===== config.mk =====
export PLATFORM = sky130hd
export DESIGN_NAME = dms_mult_stage
export DESIGN_NICKNAME = d
export VERILOG_FILES = /design/src/hdl/dms_pkg.sv /design/src/hdl/dms_mult_stage.sv
export SDC_FILE = /design/constraint.sdc
export NUM_CORES = 2
export LEC_CHECK = 0
export BUFFER_PORTS_ARGS = -buffer_cell sky130_fd_sc_hd__buf_2
export CAP_MARGIN = 20
export CORE_AREA = 2 2 396 398
export DETAILED_ROUTE_END_ITERATION = 7
export DIE_AREA = 0 0 398 400
export SETUP_SLACK_MARGIN = 0.4
export SYNTH_ARGS = -nofsm -noshare
export SYNTH_HDL_FRONTEND = slang
export SYNTH_SLANG_ARGS = --single-unit

===== constraint.sdc =====
create_clock -name clk -period 10.2 [get_ports clk]
set_input_delay 0.51 -clock clk [delete_from_list [all_inputs] [get_ports clk]]
set_output_delay 0.51 -clock clk [all_outputs]
set_load 0.01 [all_outputs]

===== src/hdl/dms_pkg.sv =====
/*
  Constants of the multiplier stage: register map, control
  field positions, reset values and fractional-mode figures.
  Assumes a 32-bit APB slave with word-aligned registers.
*/
package dms_pkg;
  // Register byte offsets
  localparam logic [7:0] DMS_CTRL_OFF = 8'h00;
  localparam logic [7:0] DMS_STAT_OFF = 8'h04;
  localparam logic [7:0] DMS_MASK_OFF = 8'h08;
  localparam logic [7:0] DMS_PRLO_OFF = 8'h0C;
  localparam logic [7:0] DMS_PRHI_OFF = 8'h10;
  // Control field positions
  localparam int DMS_AREG_BIT = 0;
  localparam int DMS_BREG_BIT = 1;
  localparam int DMS_ASEL_LSB = 2;
  localparam int DMS_BSEL_LSB = 4;
  localparam int DMS_PIPE_BIT = 6;
  localparam int DMS_PSEL_LSB = 7;
  localparam int DMS_CREG_BIT = 9;
  localparam int DMS_MODE_LSB = 10;
  localparam int DMS_SAT_BIT  = 12;
  localparam int DMS_RND_BIT  = 13;
  localparam int DMS_SGNU_BIT = 14;
  localparam int DMS_CTRL_W   = 15;
  // Status bit positions
  localparam int DMS_EV_SAT   = 0;
  localparam int DMS_EV_SRC   = 1;
  localparam int DMS_EV_W     = 2;
  // Reset values
  localparam logic [14:0] DMS_CTRL_RST = 15'h0000;
  localparam logic [1:0]  DMS_MASK_RST = 2'h0;
  // Multiplier sizes
  typedef enum logic [1:0] {
    DMS_M9  = 2'h0,
    DMS_M18 = 2'h1,
    DMS_M36 = 2'h2
  } dms_mode_t;
  // Fractional figures on the 36-bit product
  localparam logic [35:0] DMS_RND_ADD = 36'h0_0004_0000;
  localparam logic [35:0] DMS_RND_MSK = 36'hF_FFFF_0000;
  localparam logic [35:0] DMS_SAT_VAL = 36'h3_FFFF_FFF8;
endpackage


===== src/hdl/dms_mult_stage.sv =====
/*
  Multiplier stage: operand input registers with shift chain,
  sign control, 9/18/36-bit products, 18-bit fractional rounding and
  saturation, optional pipeline register, APB register file
  and a level interrupt. Assumes all inputs are synchronous
  to clk; fabric keeps the operand conventions below.
*/
`timescale 1ns/100ps
module dms_mult_stage
  import dms_pkg::*;
(
  input  wire logic        clk,
  input  wire logic        rst_n,
  input  wire logic [3:0]  ena,
  input  wire logic [3:0]  aclr,
  input  wire logic [35:0] data_a,
  input  wire logic [35:0] data_b,
  input  wire logic [35:0] shiftin_a,
  input  wire logic [35:0] shiftin_b,
  input  wire logic        sign_a,
  input  wire logic        sign_b,
  input  wire logic        source_a,
  input  wire logic        source_b,
  output logic      [35:0] shiftout_a,
  output logic      [35:0] shiftout_b,
  output logic      [71:0] product,
  output logic             product_sat_flag,
  input  wire logic        psel,
  input  wire logic        penable,
  input  wire logic        pwrite,
  input  wire logic [7:0]  paddr,
  input  wire logic [31:0] pwdata,
  output logic      [31:0] prdata,
  output logic             pready,
  output logic             pslverr,
  output logic             irq
);
  // Register file and datapath state
  logic [14:0] ctrl;        // Configuration
  logic [1:0]  stat;        // Sticky events
  logic [1:0]  mask;        // Interrupt mask
  logic [35:0] a_reg;       // Operand A register
  logic [35:0] b_reg;       // Operand B register
  logic        sa_q;        // Registered controls
  logic        sb_q;
  logic        srca_q;
  logic        srcb_q;
  logic [71:0] pipe_q;      // Pipeline register
  logic        pflag_q;
  logic        sat_q;       // Saturation seen, piped
  logic        sat_pq;
  logic        src_err;     // Shift request in 36 mode
  dms_mode_t   mode;
  logic        wr_acc;
  logic        rd_acc;
  logic        map_ok;
  logic [31:0] next_rdata;
  logic [1:0]  ev;

  // Size from the control word; code 3 is left unused
  assign mode = dms_mode_t'(ctrl[DMS_MODE_LSB +: 2]);

  // Per-register enable and clear picked by selects
  // The four enables stand in for four separate clocks
  logic ena_a, ena_b, ena_p, clr_a, clr_b, clr_p;
  always_comb begin
    ena_a = ena[ctrl[DMS_ASEL_LSB +: 2]];
    clr_a = aclr[ctrl[DMS_ASEL_LSB +: 2]];
    ena_b = ena[ctrl[DMS_BSEL_LSB +: 2]];
    clr_b = aclr[ctrl[DMS_BSEL_LSB +: 2]];
    ena_p = ena[ctrl[DMS_PSEL_LSB +: 2]];
    clr_p = aclr[ctrl[DMS_PSEL_LSB +: 2]];
  end

  // Controls follow the A register when registered
  // Cleared with A so a stale sign never meets new data
  always_ff @(posedge clk) begin
    if (!rst_n || clr_a) begin
      sa_q   <= 1'b0;
      sb_q   <= 1'b0;
      srca_q <= 1'b0;
      srcb_q <= 1'b0;
    end else if (ena_a) begin
      sa_q   <= sign_a;
      sb_q   <= sign_b;
      srca_q <= source_a;
      srcb_q <= source_b;
    end
  end

  // Effective controls; sign gate off means unsigned
  logic sa_e, sb_e, srca_e, srcb_e;
  always_comb begin
    sa_e   = ctrl[DMS_CREG_BIT] ? sa_q : sign_a;
    sb_e   = ctrl[DMS_CREG_BIT] ? sb_q : sign_b;
    sa_e   = sa_e & ctrl[DMS_SGNU_BIT];
    sb_e   = sb_e & ctrl[DMS_SGNU_BIT];
    srca_e = ctrl[DMS_CREG_BIT] ? srca_q : source_a;
    srcb_e = ctrl[DMS_CREG_BIT] ? srcb_q : source_b;
  end

  // Source choice; 36x36 has no chain path
  logic [35:0] a_in, b_in;
  always_comb begin
    a_in = data_a;
    b_in = data_b;
    if (srca_e && mode != DMS_M36) begin
      a_in = shiftin_a;
    end
    if (srcb_e && mode != DMS_M36) begin
      b_in = shiftin_b;
    end
    src_err = (srca_e | srcb_e) && mode == DMS_M36;
  end

  // Operand input registers, chain taps
  always_ff @(posedge clk) begin
    if (!rst_n || clr_a) begin
      a_reg <= 36'h0_0000_0000;
    end else if (ena_a) begin
      a_reg <= a_in;
    end
  end
  always_ff @(posedge clk) begin
    if (!rst_n || clr_b) begin
      b_reg <= 36'h0_0000_0000;
    end else if (ena_b) begin
      b_reg <= b_in;
    end
  end
  assign shiftout_a = a_reg;
  assign shiftout_b = b_reg;

  // Width-dependent sign extension to 37 bits
  // Only bits 17:0 of the 36-bit bus reach the multiplier in 18 mode
  function automatic logic [36:0] ext(
    input logic [35:0] v,
    input logic        s,
    input dms_mode_t   m
  );
    logic [36:0] r;
    r = {1'b0, v};
    case (m)
      DMS_M9:  r = {{28{s & v[8]}}, v[8:0]};
      DMS_M18: r = {{19{s & v[17]}}, v[17:0]};
      default: r = {s & v[35], v};
    endcase
    return r;
  endfunction

  // Full-precision signed-by-extension multiply
  logic [36:0] ea, eb;
  logic [73:0] mul;
  logic [71:0] raw;
  always_comb begin
    ea  = ext(ctrl[DMS_AREG_BIT] ? a_reg : a_in, sa_e, mode);
    eb  = ext(ctrl[DMS_BREG_BIT] ? b_reg : b_in, sb_e, mode);
    // Operands widened to the product width; no bit is lost
    mul = $signed({{37{ea[36]}}, ea}) *
          $signed({{37{eb[36]}}, eb});
    raw = mul[71:0];
  end

  // Fractional path: round, then overflow check
  // Saturation looks at the rounded value, so a carry out of
  // rounding cannot slip past the largest fraction unflagged
  logic        frac;
  logic [35:0] p36, rnd, fr;
  logic        sat;
  logic [71:0] res;
  logic        rflag;
  always_comb begin
    frac = mode == DMS_M18 &&
           (ctrl[DMS_SAT_BIT] | ctrl[DMS_RND_BIT]);
    p36  = raw[35:0];
    rnd  = p36;
    if (ctrl[DMS_RND_BIT]) begin
      rnd = (p36 + DMS_RND_ADD) & DMS_RND_MSK;
    end
    // Only -1 x -1, or a rounding carry on a product just below it, can make the two sign bits differ
    sat  = ctrl[DMS_SAT_BIT] && (rnd[35] ^ rnd[34]);
    fr   = sat ? DMS_SAT_VAL : rnd;
    // Bits 2..0 are zero here as inputs have zero LSBs
    res  = frac ? {{36{fr[35]}}, fr} : raw;
    rflag = ctrl[DMS_SAT_BIT] && frac ? sat : res[0];
  end

  // Optional pipeline register
  // Pipe select picks its own enable and clear pair
  always_ff @(posedge clk) begin
    if (!rst_n || clr_p) begin
      pipe_q  <= 72'h00_0000_0000_0000_0000;
      pflag_q <= 1'b0;
      sat_pq  <= 1'b0;
    end else if (ena_p) begin
      pipe_q  <= res;
      pflag_q <= rflag;
      sat_pq  <= sat & frac;
    end
  end

  // Output flop; bypass costs no cycle beyond it
  always_ff @(posedge clk) begin
    if (!rst_n) begin
      product          <= 72'h00_0000_0000_0000_0000;
      product_sat_flag <= 1'b0;
      sat_q            <= 1'b0;
    end else if (ctrl[DMS_PIPE_BIT]) begin
      product          <= pipe_q;
      product_sat_flag <= pflag_q;
      sat_q            <= sat_pq;
    end else begin
      product          <= res;
      product_sat_flag <= rflag;
      sat_q            <= sat & frac;
    end
  end

  // APB decode; one wait state per access
  assign map_ok = paddr == DMS_CTRL_OFF || paddr == DMS_STAT_OFF ||
                  paddr == DMS_MASK_OFF || paddr == DMS_PRLO_OFF ||
                  paddr == DMS_PRHI_OFF;
  // Writes land on the edge that completes the transfer
  assign wr_acc = psel && penable && pready && pwrite && map_ok;
  assign rd_acc = psel && penable && !pready;

  // Read mux; unused bits read zero
  always_comb begin
    next_rdata = 32'h0000_0000;
    case (paddr)
      DMS_CTRL_OFF: next_rdata = {17'h0_0000, ctrl};
      DMS_STAT_OFF: next_rdata = {30'h0000_0000, stat};
      DMS_MASK_OFF: next_rdata = {30'h0000_0000, mask};
      DMS_PRLO_OFF: next_rdata = product[31:0];
      DMS_PRHI_OFF: next_rdata = product[63:32];
      default:      next_rdata = 32'h0000_0000;
    endcase
  end

  // Bus handshake
  // pready stands one cycle, giving one wait state per access
  always_ff @(posedge clk) begin
    if (!rst_n) begin
      pready  <= 1'b0;
      pslverr <= 1'b0;
      prdata  <= 32'h0000_0000;
    end else begin
      pready  <= psel && penable && !pready;
      pslverr <= rd_acc && !map_ok;
      if (rd_acc && !pwrite) begin
        prdata <= next_rdata;
      end
    end
  end

  // Configuration writes
  // Refused addresses fail map_ok and change nothing
  always_ff @(posedge clk) begin
    if (!rst_n) begin
      ctrl <= DMS_CTRL_RST;
      mask <= DMS_MASK_RST;
    end else if (wr_acc) begin
      if (paddr == DMS_CTRL_OFF) begin
        ctrl <= pwdata[14:0];
      end
      if (paddr == DMS_MASK_OFF) begin
        mask <= pwdata[1:0];
      end
    end
  end

  // Sticky events; a new event beats the clear
  assign ev = {src_err, sat_q};
  always_ff @(posedge clk) begin
    if (!rst_n) begin
      stat <= 2'h0;
    end else begin
      if (wr_acc && paddr == DMS_STAT_OFF) begin
        stat <= (stat & ~pwdata[1:0]) | ev;
      end else begin
        stat <= stat | ev;
      end
    end
  end

  // Level interrupt
  // Registered so irq leaves a flop; costs one cycle of lag
  always_ff @(posedge clk) begin
    if (!rst_n) begin
      irq <= 1'b0;
    end else begin
      irq <= |(stat & mask);
    end
  end

  // Checks
  // past_ok keeps $past terms clear of reset history
  logic past_ok;
  always_ff @(posedge clk) begin
    past_ok <= rst_n;
  end

  a_chain_tap: assert property (@(posedge clk) disable iff (!rst_n)
    past_ok && $past(ena_a) && !$past(clr_a) |->
      shiftout_a == $past(a_in))
    else $error("shift output A not loaded");
  a_no_chain36: assert property (@(posedge clk) disable iff (!rst_n)
    mode == DMS_M36 |-> a_in == data_a && b_in == data_b)
    else $error("shift input used in 36 mode");
  a_src_pick: assert property (@(posedge clk) disable iff (!rst_n)
    srca_e && mode != DMS_M36 |-> a_in == shiftin_a)
    else $error("source select ignored");
  a_unsigned_def: assert property (@(posedge clk) disable iff (!rst_n)
    !ctrl[DMS_SGNU_BIT] |-> !sa_e && !sb_e)
    else $error("sign used while gated off");
  a_prod_exact: assert property (@(posedge clk) disable iff (!rst_n)
    !frac |-> $signed(raw) == $signed(ea) * $signed(eb))
    else $error("product not full precision");
  a_sat_value: assert property (@(posedge clk) disable iff (!rst_n)
    sat && frac |-> res[35:0] == DMS_SAT_VAL)
    else $error("saturated value wrong");
  a_rnd_low: assert property (@(posedge clk) disable iff (!rst_n)
    frac && ctrl[DMS_RND_BIT] |-> res[15:0] == 16'h0000)
    else $error("rounded low bits not zero");
  a_frac_mode: assert property (@(posedge clk) disable iff (!rst_n)
    mode != DMS_M18 |-> res == raw)
    else $error("fraction option outside 18 mode");
  a_flag_out: assert property (@(posedge clk) disable iff (!rst_n)
    past_ok && !$past(ctrl[DMS_PIPE_BIT]) |->
      product_sat_flag == $past(rflag))
    else $error("flag not from product");
  a_pipe_delay: assert property (@(posedge clk) disable iff (!rst_n)
    ctrl[DMS_PIPE_BIT] && ena_p && !clr_p ##1
      ctrl[DMS_PIPE_BIT] |=> product == $past(res, 2))
    else $error("pipeline delay wrong");
  a_irq_level: assert property (@(posedge clk) disable iff (!rst_n)
    |(stat & mask) |=> irq)
    else $error("interrupt missed");
  a_sat_flag: assert property (@(posedge clk) disable iff (!rst_n)
    sat && frac && !ctrl[DMS_PIPE_BIT] |=> product_sat_flag)
    else $error("saturation flag not raised");
  a_stat_sticky: assert property (@(posedge clk) disable iff (!rst_n)
    ev[DMS_EV_SRC] |=> stat[DMS_EV_SRC])
    else $error("source event lost to a clear");

  c_sat_hit: cover property (@(posedge clk) disable iff (!rst_n)
    sat && frac);
  c_chain: cover property (@(posedge clk) disable iff (!rst_n)
    srca_e && ena_a && mode == DMS_M18);
  c_m36: cover property (@(posedge clk) disable iff (!rst_n)
    mode == DMS_M36 && sa_e && sb_e);
  c_irq: cover property (@(posedge clk) disable iff (!rst_n) irq);
  c_round: cover property (@(posedge clk) disable iff (!rst_n)
    frac && ctrl[DMS_RND_BIT]);
endmodule // dms_mult_stage


* Word level (Yosys, flattened, before mapping)
Index checks and enable logic that the tools add are counted.
** Word-level totals
- Word-level logic and storage cells :: 109
- Bits of input ports :: 201
- Flip-flop bits (word level) :: 278
- Output and inout port bits :: 180
** Cells by class
- Reduce and logical (&&, ||, !) cells :: 30
- Add/subtract/negate cells :: 1
- Magnitude comparators :: 3
- Bitwise gates (word level) :: 17
- Multipliers :: 1
- Equality and inequality tests :: 7
- Mux-type cells :: 31
** Operator list (number)
- two-way mux 36 bit :: 6
- one-hot mux 32 bit (5 select lines) :: 1
- one-hot mux 37 bit (2 select lines) :: 2
- two-way mux 72 bit :: 2
- multiplier 37 x 37 -> 72 bit :: 1
- adder 36 x 19 -> 36 bit, second input constant :: 1
- equality test 8 x 4 -> 1 bit, second input constant :: 2
- logical AND 1 bit :: 14
- two-way mux 1 bit :: 13
- binary-select mux 1 bit (select 2 bit) :: 6
- bitwise AND 1 bit :: 9
- < comparator 2 x 3 -> 1 bit, second input constant :: 3
- equality test 8 x 3 -> 1 bit, second input constant :: 1
- equality test 8 x 5 -> 1 bit, second input constant :: 1
- zero test 8 bit :: 1
- logical OR 1 bit :: 7
- bitwise AND 2 bit :: 2
- zero test 1 bit :: 4
- OR 2 bit :: 2
- AND reduction 2 bit :: 2
- equality test 2 x 1 -> 1 bit, second input constant :: 1
- equality test 2 bit, second input constant :: 1
- zero test 2 bit :: 1
- two-way mux 2 bit :: 1
- other kinds (5) :: 6

* Depth between registers and ports, before layout
- Depth after elaboration :: 15
- Mapped depth :: 41
- Gate-level depth less buffers :: 36

* Worst setup path after synthesis
Ideal clock, no wire load.
- Kind :: reg2reg
- Start :: register ctrl[9]
- End :: register product[36]
- Setup time :: 0.074 ns
- Stages on the path, launching flop included :: 38
- Arrival :: 10.683 ns
- Path buffers :: 6
- Path slack :: -0.557 ns
- Clock period less this slack :: 10.757 ns
- Path through :: dfxtp_1 -> clkbuf_1 -> mux2_2 -> nand2_1 -> buf_1 -> buf_1 -> mux2i_1 -> o21ai_0 -> a21o_1 -> clkbuf_1 -> nand2_1 -> fa_1 -> fa_1 -> inv_1 -> fa_1 -> inv_1 -> fa_1 -> fa_1 -> [... 2 more ...] -> fa_1 -> inv_1 -> fa_1 -> inv_1 -> ha_1 -> o21ai_0 -> o21bai_4 -> o211ai_1 -> a221oi_2 -> o2111ai_2 -> a311o_1 -> or4b_4 -> or4_4 -> mux2i_1 -> or3_1 -> buf_6 -> buf_12 -> a31oi_4
** On the way
- Longest elaborated chain between the ends :: 14
- Elaborated cells on any way between the ends :: 28
** RTL lines
- from (decl) :: RTL line dms_mult_stage.sv:39 : logic [14:0] ctrl;
- from (signal assigned) :: RTL line dms_mult_stage.sv:264 : ctrl <= pwdata[14:0];
- two-way mux 1 bit (on tied branches) :: RTL line dms_mult_stage.sv:98, dms_mult_stage.sv:99
- logical AND 1 bit (on tied branches) :: RTL line dms_mult_stage.sv:107, dms_mult_stage.sv:110
- two-way mux 36 bit (on tied branches) :: RTL line dms_mult_stage.sv:107, dms_mult_stage.sv:110
- two-way mux 36 bit (on tied branches) :: RTL line dms_mult_stage.sv:156, dms_mult_stage.sv:157
- bitwise AND 1 bit (on tied branches) :: RTL line dms_mult_stage.sv:144, dms_mult_stage.sv:145
- one-hot mux 37 bit (2 select lines) :: RTL line dms_mult_stage.sv:143 : case (m)
- multiplier 37 x 37 -> 72 bit (*) :: RTL line dms_mult_stage.sv:159 : mul = $signed({{37{ea[36]}}, ea}) *
- adder 36 x 19 -> 36 bit :: RTL line dms_mult_stage.sv:178 : rnd = (p36 + DMS_RND_ADD) & DMS_RND_MSK;
- two-way mux 36 bit :: RTL line dms_mult_stage.sv:177 : if (ctrl[DMS_RND_BIT]) begin
- XOR 1 bit :: RTL line dms_mult_stage.sv:181 : sat = ctrl[DMS_SAT_BIT] && (rnd[35] ^ rnd[34]);
- logical AND 1 bit :: RTL line dms_mult_stage.sv:181
- two-way mux 36 bit :: RTL line dms_mult_stage.sv:182 : fr = sat ? DMS_SAT_VAL : rnd;
- two-way mux 72 bit (*) :: RTL line dms_mult_stage.sv:184 : res = frac ? {{36{fr[35]}}, fr} : raw;
- two-way mux 72 bit (*) :: RTL line dms_mult_stage.sv:208 : end else if (ctrl[DMS_PIPE_BIT]) begin
- to (signal assigned) :: RTL line dms_mult_stage.sv:209 : product <= pipe_q;
- to (signal assigned) :: RTL line dms_mult_stage.sv:213 : product <= res;
- to (decl) :: RTL line dms_mult_stage.sv:26 : output logic [71:0] product,
Mark *: on every way between the ends. The rest lies on a longest branch, timed or not.
A chain may end at the register's enable or synchronous reset.

* Final worst setup path
- Start :: register ctrl[9]
- End :: register product[50]
The elaborated chain is that of the path after synthesis.

==> results.cfg <==
[setup_path]
crit_required_ns = 10.74
reg2reg_depth = 39
critPathSlowestCell = fa_2
path_class = reg -> reg
cp-start-kind = flip-flop
startpoint = ctrl[9]$_SDFFE_PN0P_
r2r_start = ctrl[9]$_SDFFE_PN0P_
arrival_ns = 10.87
reg2reg_to = product[50]$_SDFF_PN0_
worst_path_largest_cell_delay_ns = 0.65
end_kind = flip-flop
crit_end = product[50]$_SDFF_PN0_
r2r_slack_ns = -0.13
critPathMaxFanout = 7
cp_common_cell = fa_1

[routing]
drt_wl_total_um = 214000
drt_iter0_drc = 3845
drc_errors = 0
routedWlPerCell_um = 22.0
dr.pass1.iters = 6
antenna_left = 0
viasPerCell = 5.21
routed-via-count = 50600

[logic_synthesis]
synth_common_cells = fa_1 (1,433), inv_1 (1,362), nand2_1 (1,204)
synth_area_per_cell_um2 = 8.83
async_reset_ff_share_pct = 0
netlist.area_leader.share_pct = 47.7
synth_cell_types = 84
yosysWarnings = 0
syn_inst = 6813
synth_ff_type = dfxtp_1
netlist_area_mm2 = 0.0602
synth_seq_cells = 278
synth_nets = 8674
synth.most_common_cell = fa_1
seq_area_frac_synth_pct = 9.25
synth.largest_area_cell = fa_1
synth-edff-count = 0
synthTopCellsByArea = fa_1 (48%), dfxtp_1 (9.2%), inv_1 (8.5%)

[placed_design]
routabilityCongestion = 0.990
portBuffers = 363
dp_slack_ns = -0.453
dpl.hpwl_um = 180000

[power]
netSwitchingFraction_pct = 39.3
ir_drop_uv = 113
p_seq_share_pct = 29.0
leakage_nw = 32.1
p_int_w = 0.00249
finalPower_w = 0.00410
power.share.clock_pct = 28.4
power_switching_w = 0.00161
pwr-share-comb_pct = 42.7
powerDensity_mw_per_mm2 = 55.6

[final_layout]
area_growth_pct = 22.5
multi_input_area_mm2 = 0.0498
drive_gt1_share_pct = 22.0
seq_area_mm2 = 0.00557
fin_nets = 9478
fillers = 14800

[grt]
grt_first_pass_wirelength_um = 326000
antenna_found_initial = 6
grt_pass1_vias = 54100
grt-ovfl-total = 0
track_usage_pct = 27.1
grt_max_degree = 117

[timing]
slew_headroom_pct = 19.2
finalCriticalPeriod_ns = 10.33
hold_slack_ns = 0.133
rsz0062_at_grt = yes
hold_viol_final = 0
timing.final.ws_setup_ns = -0.131
max_freq_mhz = 96.8
finalClockSkew_ns = 0.0397
timing.final.max_slew_violations = 0
setup_viol = 57
worstMarginPinSlew_ns = 1.21
fin_crit_sh_pct = 101

[clocking]
htreeDepth = 1
max-clock-path-buffers = 3
clock_sinks = 278
hold_buffers = 0
root_buffer = clkbuf_16
cts_tree = done
tritoncts.num_buffers = 30
insertion_delay_ns = 0.65
clk_pin_slew_ns = 0.07

[outcome]
status = finished with violations
violations = setup timing

[floorplan]
num_rows = 145
pin_count = 381
die_w_um = 398
die_area_mm2 = 0.159
initial_core_util_pct = 38.8
core_area_mm2 = 0.155
die_y_um = 400

[job]
maxCapViolations = 0

[hold_path]
hp-class = in -> reg
-- cells by family after synthesis --
group	after synthesis	synth area share (%)
multiplexers	139	2.52
AND/OR/NAND/NOR	1983	13.5
adder cells (fa/ha/maj)	1660	52.4
XOR/XNOR	92	1.34
AO/OA/AOI/OAI	879	9.70
flip-flops	278	9.25
buffers and inverters	1782	11.3
-- through the flow --
step	TNS [ns]	instance area (um2)	std cells	util, %
after floorplan	0	60400	6813	-
after global placement	-21.95	69400	9526	44.7
after detailed placement	-25.28	69400	9528	44.8
after CTS	-0.396	72000	9632	46.4
after global routing	-25.24	73700	9703	47.5
final	-3.39	73800	9704	47.5
-- repair_timing --
action,in CTS,in global routing
setup endpoints to repair,148,148
buffers inserted,38,58
resized for setup,219,253
endpoints found under the hold margin,0,0
pin swaps,46,94
cloned,12,7
-- final cells by class --
| class | instances | share of cell area [%] |
|---|---|---|
| clock inverter | 16 | 0.271 |
| clock buffer | 38 | 1.10 |
| tap | 2058 | 3.49 |
| antenna | 7 | 0.0238 |
| multi-input combinational | 4754 | 67.6 |
| timing repair buffer | 1189 | 13.0 |
| inverter | 1364 | 6.95 |
| sequential | 278 | 7.56 |
-- power by group through the flow --
stage | logic [W] | registers (W) | clock network [W]
floorplan | 0.00104 | 0.00121 | 0
global placement | 0.00166 | 0.00121 | 0
detailed placement | 0.00168 | 0.00121 | 0
CTS | 0.00173 | 0.00119 | 0.00119
global route | 0.00196 | 0.00119 | 0.00122
finish | 0.00175 | 0.00119 | 0.00116
-- metal layers --
layer / track usage, % / part of all wire (%) / vias to the layer above
li1: - / - / 22200
met5: 0 / 0.0066 / -
met4: 14.4 / 6.4 / 2
met1: 34.1 / 39 / 26200
met3: 2.67 / 6.1 / 415
met2: 46.2 / 48 / 1725
-- critical path, delay by kind of cell (launching register included) --
kind	cells	cell delay, ns
buffers and inverters	16	1.86
AO/OA/AOI/OAI	5	0.84
multiplexers	4	1.15
flip-flops	1	0.33
AND/OR/NAND/NOR	5	1.73
adder cells (fa/ha/maj)	9	4.30
-- worst min-delay path by stage --
stage,cells past startpoint,slack [ns],from,end
final,3,0.13,sign_b,sb_q$_SDFFE_PP0P_
after global routing,3,0.14,sign_b,sb_q$_SDFFE_PP0P_
after CTS,3,0.09,sign_b,sb_q$_SDFFE_PP0P_
after detailed placement,2,0.47,pipe_q[1]$_SDFFE_PP0P_,product[1]$_SDFF_PN0_
after global placement,2,0.46,sat_pq$_SDFFE_PP0P_,sat_q$_SDFF_PN0_
after floorplan,2,0.43,sat_q$_SDFF_PN0_,stat[0]$_SDFF_PN0_
-- registers in the layout, summed over array words and instances (netlist names), 2 cells and up --
signal and cells:
ctrl 15, mask 2, pipe_q 72, prdata 32, product 72, shiftout_a 36, shiftout_b 36, stat 2
-- cells in the final DEF (no fill, tap or decap), drive strengths merged, types with 23 or more instances in the layout --
cell and instances:
a211oi 67, a21o 70, a21oi 139, a22oi 28, a31oi 141, and2 76, buf 1181, clkbuf 46
dfxtp 278, fa 1433, ha 227, inv 1365, mux2 40, mux2i 93, nand2 1204, nand2b 23
nand3 27, nand4 26, nor2 502, nor2b 23, nor3 30, o21ai 295, xnor2 63, xor2 29
Power figures use the tool's default switching activity.
